===== src/verilog/trng_pkg.sv =====
package trng_pkg;
   // =====================================================
   // word and post-processing
   localparam int WORD_W = 16;
   localparam int WCNT_W = 5;
   localparam logic [WCNT_W-1:0] WCNT_LAST = 5'h0F;
   // =====================================================
   // total-failure (repetition) check, in raw bits
   localparam int RCT_W = 6;
   localparam logic [RCT_W-1:0] RCT_LIMIT = 6'h1F;
   // quarantine of a finished word, in raw bits
   localparam logic [RCT_W-1:0] QUAR_LEN = 6'h1F;
   // =====================================================
   // statistical windows, in raw bits
   localparam int WIN_W = 11;
   localparam logic [WIN_W-1:0] WIN_LAST = 11'h3FF;
   localparam logic [WIN_W-1:0] MONO_LO = 11'h1B8;
   localparam logic [WIN_W-1:0] MONO_HI = 11'h248;
   localparam logic [WIN_W-1:0] TRAN_LO = 11'h180;
   localparam logic [WIN_W-1:0] TRAN_HI = 11'h280;
   // =====================================================
   // run states
   typedef enum logic [3:0] {
      TRNG_IDLE = 4'b0001,
      TRNG_START = 4'b0010,
      TRNG_RUN = 4'b0100,
      TRNG_FAIL = 4'b1000
   } trng_state_t;
endpackage


===== src/verilog/trng_window_test.sv =====
`timescale 1ns/10ps
// =====================================================
// windowed count test: counts ones over a fixed window
module trng_window_test #(
   parameter logic [10:0] P_LO = 11'h000,
   parameter logic [10:0] P_HI = 11'h7FF
) (
   input wire logic i_mclk,
   input wire logic i_rst_n,
   input wire logic i_ce,
   input wire logic i_clear,
   input wire logic i_valid,
   input wire logic i_bit,
   output logic o_done,
   output logic o_pass
);
   logic [trng_pkg::WIN_W-1:0] pos_q, pos_d;
   logic [trng_pkg::WIN_W-1:0] ones_q, ones_d;
   logic [trng_pkg::WIN_W-1:0] ones_now;
   logic done_q, done_d;
   logic pass_q, pass_d;

   always_comb begin
      pos_d = pos_q;
      ones_d = ones_q;
      done_d = 1'b0;
      pass_d = pass_q;
      ones_now = ones_q + {{(trng_pkg::WIN_W-1){1'b0}}, i_bit};
      if (i_clear) begin
         pos_d = '0;
         ones_d = '0;
         pass_d = 1'b0;
      end else if (i_valid) begin
         if (pos_q == trng_pkg::WIN_LAST) begin
            pos_d = '0;
            ones_d = '0;
            done_d = 1'b1;
            pass_d = (ones_now >= P_LO) && (ones_now <= P_HI);
         end else begin
            pos_d = pos_q + 11'h001;
            ones_d = ones_now;
         end
      end
   end

   always_ff @(posedge i_mclk or negedge i_rst_n) begin
      if (!i_rst_n) begin
         pos_q <= '0;
         ones_q <= '0;
         done_q <= 1'b0;
         pass_q <= 1'b0;
      end else if (i_ce) begin
         pos_q <= pos_d;
         ones_q <= ones_d;
         done_q <= done_d;
         pass_q <= pass_d;
      end
   end

   assign o_done = done_q;
   assign o_pass = pass_q;
endmodule // trng_window_test


===== src/verilog/trng_health_gate.sv =====
`timescale 1ns/10ps
// What this block does
// - on start, check source for total failure; no words while failed
// - after total failure, withhold every word built from later raw bits
// - online statistical test on raw bits at start-up and during operation
// - no output until start-up test passes, nor after any defect
// - online test runs continuously, window after window, bounded detection time
// - output bits debiased by pairwise xor to keep entropy above 0.997
// - alternative variant: degradation health test; failure makes generator unusable
// - alternative variant: malfunction check of post-processing and control; stop
// - software-reported test failure shuts generator down, error flag raised
module trng_health_gate (
   input wire logic i_mclk,
   input wire logic i_rst_n,
   input wire logic i_ce,
   input wire logic i_raw_bit,
   input wire logic i_enable,
   input wire logic i_alt_variant,
   input wire logic i_sw_test_fail,
   input wire logic i_fail_clear,
   output logic [trng_pkg::WORD_W-1:0] o_word,
   output logic o_word_valid,
   output logic o_running,
   output logic o_total_fail,
   output logic o_online_fail,
   output logic o_health_fail,
   output logic o_malfunction,
   output logic o_fail_sticky
);
   // =====================================================
   // raw input synchroniser
   logic meta_q, raw_q, prev_q;

   always_ff @(posedge i_mclk or negedge i_rst_n) begin
      if (!i_rst_n) begin
         meta_q <= 1'b0;
         raw_q <= 1'b0;
         prev_q <= 1'b0;
      end else if (i_ce) begin
         meta_q <= i_raw_bit;
         raw_q <= meta_q;
         prev_q <= raw_q;
      end
   end

   // =====================================================
   // state and detections
   trng_pkg::trng_state_t state_q, state_d;
   logic active, clear_tests;
   logic mono_done, mono_pass, tran_done, tran_pass;
   logic [trng_pkg::RCT_W-1:0] rct_q, rct_d;
   logic total_fail, online_fail, health_fail, malfunction, illegal_state;
   logic online_fail_q, online_fail_d, health_fail_q, health_fail_d;
   logic mal_q, mal_d, sticky_q, sticky_d, fail_any;

   assign active = state_q == trng_pkg::TRNG_START || state_q == trng_pkg::TRNG_RUN;
   assign clear_tests = !active;

   trng_window_test #(.P_LO(trng_pkg::MONO_LO), .P_HI(trng_pkg::MONO_HI)) u_mono (
      .i_mclk(i_mclk),
      .i_rst_n(i_rst_n),
      .i_ce(i_ce),
      .i_clear(clear_tests),
      .i_valid(active),
      .i_bit(raw_q),
      .o_done(mono_done),
      .o_pass(mono_pass)
   );

   trng_window_test #(.P_LO(trng_pkg::TRAN_LO), .P_HI(trng_pkg::TRAN_HI)) u_tran (
      .i_mclk(i_mclk),
      .i_rst_n(i_rst_n),
      .i_ce(i_ce),
      .i_clear(clear_tests),
      .i_valid(active),
      .i_bit(raw_q ^ prev_q),
      .o_done(tran_done),
      .o_pass(tran_pass)
   );

   // =====================================================
   // word assembly, quarantine and output
   logic pair_half_q, pair_half_d, pair_first_q, pair_first_d;
   logic pp_valid, pp_bit;
   logic [trng_pkg::WORD_W-1:0] shift_q, shift_d, pend_q, pend_d, word_q, word_d;
   logic [trng_pkg::WCNT_W-1:0] wcnt_q, wcnt_d;
   logic par_q, par_d, pend_full_q, pend_full_d, valid_q, valid_d;
   logic [trng_pkg::RCT_W-1:0] quar_q, quar_d;
   logic word_done, par_err;

   assign total_fail = active && (rct_q >= trng_pkg::RCT_LIMIT);
   assign online_fail = mono_done && !mono_pass;
   assign health_fail = i_alt_variant && tran_done && !tran_pass;
   assign pp_valid = (state_q == trng_pkg::TRNG_RUN) && pair_half_q;
   assign pp_bit = pair_first_q ^ raw_q;
   assign illegal_state = state_q != trng_pkg::TRNG_IDLE && state_q != trng_pkg::TRNG_START
      && state_q != trng_pkg::TRNG_RUN && state_q != trng_pkg::TRNG_FAIL;
   assign word_done = pp_valid && (wcnt_q == trng_pkg::WCNT_LAST);
   assign par_err = word_done
      && ((^{shift_q[trng_pkg::WORD_W-2:0], pp_bit}) != (par_q ^ pp_bit));
   assign malfunction = i_alt_variant && (par_err || illegal_state);
   assign fail_any = total_fail || online_fail || health_fail || malfunction
      || i_sw_test_fail;

   always_comb begin
      rct_d = rct_q;
      if (!active) begin
         rct_d = '0;
      end else if (raw_q == prev_q) begin
         if (rct_q < trng_pkg::RCT_LIMIT) begin
            rct_d = rct_q + 6'h01;
         end
      end else begin
         rct_d = '0;
      end
   end

   always_comb begin
      state_d = state_q;
      unique case (state_q)
         trng_pkg::TRNG_IDLE: begin
            if (i_enable) begin
               state_d = trng_pkg::TRNG_START;
            end
         end
         trng_pkg::TRNG_START: begin
            if (fail_any) begin
               state_d = trng_pkg::TRNG_FAIL;
            end else if (!i_enable) begin
               state_d = trng_pkg::TRNG_IDLE;
            end else if (mono_done && (!i_alt_variant || tran_pass)) begin
               state_d = trng_pkg::TRNG_RUN;
            end
         end
         trng_pkg::TRNG_RUN: begin
            if (fail_any) begin
               state_d = trng_pkg::TRNG_FAIL;
            end else if (!i_enable) begin
               state_d = trng_pkg::TRNG_IDLE;
            end
         end
         trng_pkg::TRNG_FAIL: begin
            if (!i_enable) begin
               state_d = trng_pkg::TRNG_IDLE;
            end
         end
         default: begin
            state_d = trng_pkg::TRNG_FAIL;
         end
      endcase
   end

   always_comb begin
      online_fail_d = online_fail_q;
      health_fail_d = health_fail_q;
      mal_d = mal_q;
      sticky_d = sticky_q;
      if (state_q == trng_pkg::TRNG_IDLE && i_enable) begin
         online_fail_d = 1'b0;
         health_fail_d = 1'b0;
         mal_d = 1'b0;
      end
      if (i_fail_clear) begin
         sticky_d = 1'b0;
      end
      online_fail_d = online_fail_d || online_fail;
      health_fail_d = health_fail_d || health_fail;
      mal_d = mal_d || malfunction;
      if (fail_any) begin
         sticky_d = 1'b1;
      end
   end

   always_comb begin
      pair_half_d = pair_half_q;
      pair_first_d = pair_first_q;
      shift_d = shift_q;
      wcnt_d = wcnt_q;
      par_d = par_q;
      pend_d = pend_q;
      pend_full_d = pend_full_q;
      quar_d = quar_q;
      word_d = word_q;
      valid_d = 1'b0;
      if (state_q != trng_pkg::TRNG_RUN || fail_any) begin
         pair_half_d = 1'b0;
         shift_d = '0;
         wcnt_d = '0;
         par_d = 1'b0;
         pend_full_d = 1'b0;
         quar_d = '0;
      end else begin
         pair_half_d = !pair_half_q;
         if (!pair_half_q) begin
            pair_first_d = raw_q;
         end else begin
            shift_d = {shift_q[trng_pkg::WORD_W-2:0], pp_bit};
            par_d = par_q ^ pp_bit;
            wcnt_d = word_done ? '0 : wcnt_q + 5'h01;
         end
         if (pend_full_q) begin
            if (quar_q == trng_pkg::QUAR_LEN) begin
               word_d = pend_q;
               valid_d = 1'b1;
               pend_full_d = 1'b0;
            end else begin
               quar_d = quar_q + 6'h01;
            end
         end
         if (word_done) begin
            pend_d = shift_d;
            pend_full_d = 1'b1;
            quar_d = '0;
            par_d = 1'b0;
         end
      end
   end

   always_ff @(posedge i_mclk or negedge i_rst_n) begin
      if (!i_rst_n) begin
         state_q <= trng_pkg::TRNG_IDLE;
         rct_q <= '0;
         online_fail_q <= 1'b0;
         health_fail_q <= 1'b0;
         mal_q <= 1'b0;
         sticky_q <= 1'b0;
      end else if (i_ce) begin
         state_q <= state_d;
         rct_q <= rct_d;
         online_fail_q <= online_fail_d;
         health_fail_q <= health_fail_d;
         mal_q <= mal_d;
         sticky_q <= sticky_d;
      end
   end

   always_ff @(posedge i_mclk or negedge i_rst_n) begin
      if (!i_rst_n) begin
         pair_half_q <= 1'b0;
         pair_first_q <= 1'b0;
         shift_q <= '0;
         wcnt_q <= '0;
         par_q <= 1'b0;
         pend_q <= '0;
         pend_full_q <= 1'b0;
         quar_q <= '0;
         word_q <= '0;
         valid_q <= 1'b0;
      end else if (i_ce) begin
         pair_half_q <= pair_half_d;
         pair_first_q <= pair_first_d;
         shift_q <= shift_d;
         wcnt_q <= wcnt_d;
         par_q <= par_d;
         pend_q <= pend_d;
         pend_full_q <= pend_full_d;
         quar_q <= quar_d;
         word_q <= word_d;
         valid_q <= valid_d;
      end
   end

   // =====================================================
   // outputs
   assign o_word = word_q;
   assign o_word_valid = valid_q;
   assign o_running = state_q == trng_pkg::TRNG_RUN;
   assign o_total_fail = total_fail;
   assign o_online_fail = online_fail_q;
   assign o_health_fail = health_fail_q;
   assign o_malfunction = mal_q;
   assign o_fail_sticky = sticky_q;
endmodule // trng_health_gate


===== config.mk =====
export PLATFORM = sky130hd
export DESIGN_NAME = trng_health_gate
export DESIGN_NICKNAME = d
export VERILOG_FILES = /design/src/verilog/trng_pkg.sv /design/src/verilog/trng_window_test.sv /design/src/verilog/trng_health_gate.sv
export SDC_FILE = /design/constraint.sdc
export NUM_CORES = 1
export LEC_CHECK = 0
export ABC_CLOCK_PERIOD_IN_PS = 2400
export BUFFER_PORTS_ARGS = -buffer_cell sky130_fd_sc_hd__buf_4
export CAP_MARGIN = 20
export CORE_UTILIZATION = 58
export CTS_BUF_LIST = sky130_fd_sc_hd__clkbuf_2
export CTS_CLUSTER_DIAMETER = 80
export DETAILED_ROUTE_END_ITERATION = 8
export PLACE_DENSITY = 0.82
export SLEW_MARGIN = 20
export SYNTH_ARGS = -nofsm -noshare
export SYNTH_HDL_FRONTEND = slang
export SYNTH_HIERARCHICAL = 1
export SYNTH_SLANG_ARGS = --single-unit

===== constraint.sdc =====
create_clock -name i_mclk -period 2.4 [get_ports i_mclk]
set_input_delay 0.24 -clock i_mclk [delete_from_list [all_inputs] [get_ports i_mclk]]
set_output_delay 0.24 -clock i_mclk [all_outputs]
set_load 0.01 [all_outputs]

Word-level counts from Yosys, hierarchy flattened. Cells that the tools add are included.

Memory bits (writable): 0. Bits in latches: 0. ROM bits: 0. Memories kept: 0. Register bits: 129. Logic and storage cells: 162. Input bits: 8.

Shifts and indexed selects: 0. Multiplexer cells: 51. Reduce and logical (&&, ||, !) cells: 46. Multiply operators: 0. $lt $le $gt $ge: 6. Eq/ne operators: 20. Bitwise logic cells: 5. $add $sub $neg: 7. Div/mod/pow operators: 0.

Operators with widths (number): $mux W11 (8); $mux W6 (7); $mux W16 (2); $mux W1 (24); $mux W4 (6); $add A11 B1 Y11 (2); $add A11 B1 Y11 const B (2); $eq A11 B10 Y1 const B (2); $ge A11 B9 Y1 const B (2); $le A11 B10 Y1 const B (2); $pmux W4 S4 (1); $reduce_xor A16 Y1 (1); $logic_and A1 B1 Y1 (15); $mux W5 (3); $add A6 B1 Y6 const B (2); $reduce_and A2 Y1 (6); $reduce_and A3 Y1 (4); $logic_or A1 B1 Y1 (11); $ne A4 B3 Y1 const B (2); $eq A6 B5 Y1 const B (1); $ge A6 B5 Y1 const B (1); $lt A6 B5 Y1 const B (1); $reduce_bool A3 Y1 (2); $add A5 B1 Y5 const B (1); 19 further kinds (27).

Logic depth before layout (Yosys ltp).
Depth after elaboration: 11. Gate-level depth with buffers: 11. Gate-level depth less buffers: 10.

By module. The synthesis kept the hierarchy.

By module, submodules not included: trng_health_gate (instances 1, sequential area each 2028.2 µm², area an instance 3925.0 µm², cells each 326); trng_window_test (u_mono) (instances 1, sequential area each 600.6 µm², area an instance 1457.6 µm², cells each 161); trng_window_test (u_tran) (instances 1, sequential area each 600.6 µm², area an instance 1456.4 µm², cells each 158).

Worst setup path after synthesis. Ideal clock, no wire load.

Path type: reg2reg. From: reg rct_q[0] in the netlist's numbering. To: reg word_q (netlist bit o_word[10]). Buffers on the path: 2. Library setup time: 0.125 ns. Arrival: 2.307 ns. Period minus slack after synthesis: 2.432 ns. Required time: 2.275 ns. Slack: -0.032 ns. Cell stages (with the launch flop): 11. Path through: dfrtp_1 -> ha_1 -> a41oi_1 -> nor4_2 -> nor2_2 -> nand2_2 -> nor2_4 -> and4_4 -> buf_6 -> buf_12 -> mux2_4.

Longest elaborated chain between the ends: 9.

Ends and longest elaborated chain: start: declaration (RTL line trng_health_gate.sv:51) `logic [trng_pkg::RCT_W-1:0] rct_q, rct_d;`; start signal: assignment (RTL line trng_health_gate.sv:229) `rct_q <= rct_d;`; $ge A6 B5 Y1 (RTL line trng_health_gate.sv:91) `assign total_fail = active && (rct_q >= trng_pkg::RCT_LIMIT);`; $logic_and A1 B1 Y1 (RTL line trng_health_gate.sv:91); net o_total_fail (RTL line trng_health_gate.sv:24) `output logic o_total_fail,`; $logic_or A1 B1 Y1 (3 in a row) (RTL line trng_health_gate.sv:102) `assign fail_any = total_fail || online_fail || health_fail || malfunction`; $logic_or A1 B1 Y1 (RTL line trng_health_gate.sv:103) `|| i_sw_test_fail;`; $logic_or A1 B1 Y1 (RTL line trng_health_gate.sv:185) `if (state_q != trng_pkg::TRNG_RUN || fail_any) begin`; $not A1 Y1 (no line); $reduce_and A4 Y1 (no line); end signal: assignment (RTL line trng_health_gate.sv:258) `word_q <= word_d;`; end: declaration (RTL line trng_health_gate.sv:85) `logic [trng_pkg::WORD_W-1:0] shift_q, shift_d, pend_q, pend_d, word_q, word_d;`.

The timed path passes the listed nets, and every way through them passes these cells. A chain may end at the register's enable or synchronous reset.

Worst setup path in the final report.
From: reg shift_q[1] in the netlist's numbering. To: reg word_q (netlist bit o_word[14]).

Longest elaborated chain between the ends: 10.

Ends and longest elaborated chain: start: declaration (RTL line trng_health_gate.sv:85); start signal: assignment (RTL line trng_health_gate.sv:252) `shift_q <= shift_d;`; $reduce_xor A16 Y1 (RTL line trng_health_gate.sv:100) `&& ((^{shift_q[trng_pkg::WORD_W-2:0], pp_bit}) != (par_q ^ pp_bit));`; $ne A1 B1 Y1 (RTL line trng_health_gate.sv:100); $logic_and A1 B1 Y1 (RTL line trng_health_gate.sv:100); $logic_or A1 B1 Y1 (RTL line trng_health_gate.sv:101) `assign malfunction = i_alt_variant && (par_err || illegal_state);`; $logic_and A1 B1 Y1 (RTL line trng_health_gate.sv:101); $logic_or A1 B1 Y1 (RTL line trng_health_gate.sv:102); $logic_or A1 B1 Y1 (RTL line trng_health_gate.sv:103); $logic_or A1 B1 Y1 (RTL line trng_health_gate.sv:185); $not A1 Y1 (no line); $reduce_and A4 Y1 (no line).

Every way passes these cells.

==> impl_metrics.prom <==
# TYPE chip_impl_metric gauge
chip_impl_metric{name="initial_core_utilization",unit=""} 0.596
chip_impl_metric{name="setup_violations",unit=""} 0
chip_impl_metric{name="dr_wl_met3",unit="um"} 640
chip_impl_metric{name="drt_first_pass_iters",unit=""} 5
chip_impl_metric{name="design.portCount",unit=""} 31
chip_impl_info{name="cts_tree",value="done"} 1
chip_impl_metric{name="cts_setup_buffers",unit=""} 0
chip_impl_metric{name="max_freq",unit="MHz"} 437
chip_impl_metric{name="worstPathRequired",unit="ns"} 3.00
chip_impl_metric{name="design.die.area",unit="sq um"} 12200
chip_impl_info{name="clockRootBuffer",value="sky130_fd_sc_hd__clkbuf_2"} 1
chip_impl_info{name="hp-class",value="in -> reg"} 1
chip_impl_metric{name="grt_max_degree",unit=""} 55
chip_impl_info{name="crit_type",value="reg -> reg"} 1
chip_impl_info{name="hp-start",value="i_sw_test_fail"} 1
chip_impl_metric{name="placement.io_buffers",unit=""} 30
chip_impl_metric{name="r2r_setup_slack",unit="ns"} 0.11
chip_impl_metric{name="wl_met2",unit="mm"} 6.78
chip_impl_info{name="routed.top_layer",value="met4"} 1
chip_impl_metric{name="synthCells",unit=""} 645
chip_impl_info{name="crit-reg2reg-capture",value="o_word[14]"} 1
chip_impl_info{name="cp-end-kind",value="flop"} 1
chip_impl_metric{name="critPathArrivalTime",unit="ns"} 2.89
chip_impl_metric{name="clock_skew",unit="ns"} 0.0266
chip_impl_metric{name="holdPathStages",unit=""} 6
chip_impl_metric{name="synth_seq_cells",unit=""} 129
chip_impl_metric{name="synth.yosys.seq_area_share",unit=""} 0.472
chip_impl_metric{name="finish.net_count",unit=""} 714
chip_impl_metric{name="diodes",unit=""} 0
chip_impl_metric{name="tightest_slew",unit="ns"} 0.535
chip_impl_metric{name="routability_driven_placement_congestion_ratio",unit=""} 0.909
chip_impl_metric{name="routed_wire_length",unit="mm"} 14.5
chip_impl_metric{name="power.density_cell_area",unit="nW/um^2"} 522
chip_impl_metric{name="fillerInstances",unit=""} 864
chip_impl_metric{name="die_height",unit="um"} 111
chip_impl_metric{name="synth_warnings",unit=""} 6
chip_impl_metric{name="floorplan_die_width",unit="um"} 111
chip_impl_metric{name="drtIter0Drc",unit=""} 544
chip_impl_metric{name="total_leakage_power",unit="nW"} 3.48
chip_impl_metric{name="antenna_found_initial",unit=""} 0
chip_impl_metric{name="flow.area_growth_from_synthesis",unit="%"} 11.0
chip_impl_metric{name="wire_per_inst",unit="um"} 17.0
chip_impl_metric{name="clk_path_buf_depth",unit=""} 2
chip_impl_metric{name="vias_per_cell",unit=""} 6.05
chip_impl_info{name="mostFrequentLayoutCells",value="sky130_fd_sc_hd__dfrtp_1, sky130_fd_sc_hd__nand2_1, sky130_fd_sc_hd__buf_4, sky130_fd_sc_hd__nor2_1, sky130_fd_sc_hd__mux2_2"} 1
chip_impl_metric{name="coreArea",unit="sq um"} 11500
chip_impl_info{name="r2r_path_start",value="shift_q[1]"} 1
chip_impl_metric{name="crit_fanout",unit=""} 8
chip_impl_metric{name="vias",unit=""} 5156
chip_impl_metric{name="detailedPlacementHpwl",unit="mm"} 9.79
chip_impl_metric{name="fin_crit_sh",unit=""} 0.954
chip_impl_metric{name="synth_enable_flop_cells",unit=""} 0
chip_impl_metric{name="grt_first_pass_wirelength",unit="mm"} 24.9
chip_impl_metric{name="syn-cell-area",unit="sq um"} 6840
chip_impl_info{name="start_kind",value="flop"} 1
chip_impl_metric{name="detail_route.wirelength.met1",unit="mm"} 6.76
chip_impl_metric{name="timing.slew.headroom",unit=""} 0.643
chip_impl_metric{name="postRouteAntennaNets",unit=""} 0
chip_impl_metric{name="drv.max_cap_violation_count",unit=""} 0
chip_impl_metric{name="synth_fp_nets",unit=""} 662
chip_impl_metric{name="timing.reg2reg.worst_path_depth",unit=""} 7
chip_impl_metric{name="tritoncts_num_sinks",unit=""} 129
chip_impl_metric{name="num_rows",unit=""} 39
chip_impl_metric{name="finalHoldViolCount",unit=""} 0
chip_impl_metric{name="worst_ir_drop_vdd",unit="uV"} 501
chip_impl_metric{name="worst_setup_hold_path_clk_slew",unit="ns"} 0.20
chip_impl_metric{name="number_of_buffers_created_by_cts",unit=""} 17
chip_impl_info{name="outcome",value="finished, final reports clean"} 1
chip_impl_info{name="synth_top_flop_cell",value="sky130_fd_sc_hd__dfrtp_1"} 1
chip_impl_metric{name="drc",unit=""} 0
chip_impl_metric{name="grt-ovfl-total",unit=""} 0
chip_impl_metric{name="timing.setup.tns",unit="ns"} 0
chip_impl_metric{name="final.hold.worst_slack",unit="ns"} 0.0935
chip_impl_metric{name="cts.htree.levels",unit=""} 4
chip_impl_metric{name="grt_pass1_vias",unit=""} 5180
chip_impl_metric{name="layout-drive-gt1-share",unit=""} 0.252
chip_impl_metric{name="synth-async-reset-ratio",unit=""} 1.00
chip_impl_metric{name="min_period",unit="ns"} 2.29
chip_impl_metric{name="timing_max_transition_violations_final",unit=""} 0
chip_impl_info{name="rsz0062_at_grt",value="false"} 1
chip_impl_info{name="layout_commonest_cell",value="sky130_fd_sc_hd__dfrtp_1"} 1
chip_impl_metric{name="syn_area_per_cell",unit="sq um"} 10.6
chip_impl_metric{name="insertion_delay",unit="ns"} 0.71
chip_impl_metric{name="netlist-cell-type-count",unit=""} 83
chip_impl_metric{name="track_usage",unit=""} 0.256
chip_impl_info{name="hold_path_end",value="wcnt_q[4]"} 1
==> metrics by stage <==
step | util | setup slack [ns] | power [mW] | instances | instance area, sq um
4_1_cts | 0.660 | 0.0585 | 4.00 | 851 | 7560
6_report | 0.662 | 0.109 | 3.96 | 852 | 7590
2_1_floorplan | - | 0.0598 | 2.53 | 645 | 6850
5_1_grt | 0.662 | 0.00629 | 4.14 | 852 | 7590
3_5_place_dp | 0.632 | 0.104 | 2.71 | 812 | 7250
3_3_place_gp | 0.632 | 0.143 | 2.70 | 812 | 7250
==> worst max-delay path by stage <==
stage	startpoint	endpoint	slack, ns
3_3_place_gp	rct_q[0]	o_word[2]	0.14
4_1_cts	shift_q[1]	o_word[0]	0.06
2_1_floorplan	rct_q[0]	o_word[10]	0.06
3_5_place_dp	shift_q[13]	o_word[3]	0.10
5_1_grt	raw_q	u_tran/o_pass	0.006
6_report	shift_q[1]	o_word[14]	0.11
==> final cells by class <==
| class | instances | area (sq um) | area share |
|---|---|---|---|
| Clock inverter | 12 | 119 | 0.0157 |
| Tap cell | 143 | 179 | 0.0236 |
| Inverter | 13 | 48.8 | 0.00643 |
| Clock buffer | 19 | 95.1 | 0.0125 |
| Timing Repair Buffer | 63 | 515 | 0.0679 |
| Multi-Input combinational cell | 473 | 3400 | 0.448 |
| Sequential cell | 129 | 3230 | 0.425 |
==> routing by layer <==
layer  global-route usage  up-vias
met3               0.0543       24
met5                    0        -
met2                0.396      123
met1                0.348     2583
met4                0.111        0
li1                     -     2426
==> registers in the layout (all words and copies together) (netlist names), 4 cells and up <==
name	cells
o_word	16
pend_q	16
quar_q	6
rct_q	6
shift_q	16
state_q	4
u_mono/ones_q	11
u_mono/pos_q	11
u_tran/ones_q	11
u_tran/pos_q	11
wcnt_q	5
==> critical path, cell delays in order (launching register included) <==
cell and delay, ns:
sky130_fd_sc_hd__dfrtp_1 0.49, sky130_fd_sc_hd__xnor2_1 0.22, sky130_fd_sc_hd__xnor2_1 0.11, sky130_fd_sc_hd__xnor2_1 0.25, sky130_fd_sc_hd__xnor2_2 0.14, sky130_fd_sc_hd__nand4_4 0.18, sky130_fd_sc_hd__and4_2 0.46, sky130_fd_sc_hd__mux2_4 0.33
==> report_power, final <==
part	internal (mW)	switching, mW	leakage [nW]
combinational	0.176	0.239	1.57
sequential	2.22	0.0610	1.78
clock	0.465	0.795	0.131
total	2.87	1.09	3.48
==> timing repair <==
item                                   in CTS  in global routing
pin swaps                                   0                  3
resized for setup                           1                  5
endpoints found under the hold margin     145                  0
gates cloned                                0                  1
setup endpoints to repair                   1                 33
hold buffers                                8                  0
==> kinds of logic after synthesis <==
group,Yosys count,synth area share
simple gates,222,0.183
flops,129,0.472
buf+inv,44,0.0364
mux,56,0.0966
compound gates,140,0.137
fa+ha+maj,9,0.0165
xor+xnor,45,0.0587
==> synth_stat cells (3+ instances only) <==
master / instances / share of area
sky130_fd_sc_hd__dfrtp_1: 128 / 0.47
sky130_fd_sc_hd__nand2_1: 56 / 0.031
sky130_fd_sc_hd__nor2_1: 49 / 0.027
sky130_fd_sc_hd__mux2_2: 43 / 0.071
sky130_fd_sc_hd__o21ai_0: 41 / 0.030
sky130_fd_sc_hd__nand3_1: 31 / 0.023
sky130_fd_sc_hd__xnor2_1: 29 / 0.037
sky130_fd_sc_hd__a22o_1: 21 / 0.027
sky130_fd_sc_hd__a21oi_1: 20 / 0.015
sky130_fd_sc_hd__xor2_1: 15 / 0.019
sky130_fd_sc_hd__inv_1: 13 / 0.0071
sky130_fd_sc_hd__buf_2: 11 / 0.0080
sky130_fd_sc_hd__o31ai_1: 10 / 0.011
sky130_fd_sc_hd__and3_1: 9 / 0.0082
sky130_fd_sc_hd__ha_1: 9 / 0.016
sky130_fd_sc_hd__mux2_4: 9 / 0.020
sky130_fd_sc_hd__nor3_1: 9 / 0.0066
sky130_fd_sc_hd__clkbuf_1: 8 / 0.0044
sky130_fd_sc_hd__nand2b_1: 8 / 0.0073
sky130_fd_sc_hd__nand4_1: 7 / 0.0064
sky130_fd_sc_hd__a31oi_1: 6 / 0.0055
sky130_fd_sc_hd__buf_6: 5 / 0.0082
sky130_fd_sc_hd__nor3b_1: 5 / 0.0055
sky130_fd_sc_hd__o21ai_1: 5 / 0.0037
sky130_fd_sc_hd__and2_1: 4 / 0.0037
sky130_fd_sc_hd__nor2b_1: 4 / 0.0037
sky130_fd_sc_hd__o22ai_1: 4 / 0.0037
sky130_fd_sc_hd__or3_1: 4 / 0.0037
sky130_fd_sc_hd__a21boi_0: 3 / 0.0033
sky130_fd_sc_hd__a21o_1: 3 / 0.0033
sky130_fd_sc_hd__a22o_2: 3 / 0.0044
sky130_fd_sc_hd__a41oi_1: 3 / 0.0038
sky130_fd_sc_hd__and3_2: 3 / 0.0033
sky130_fd_sc_hd__buf_4: 3 / 0.0033
sky130_fd_sc_hd__mux2i_1: 3 / 0.0044
sky130_fd_sc_hd__nand2_2: 3 / 0.0027
sky130_fd_sc_hd__nand3_2: 3 / 0.0044
No activity file was read; power rests on OpenSTA's default activity.
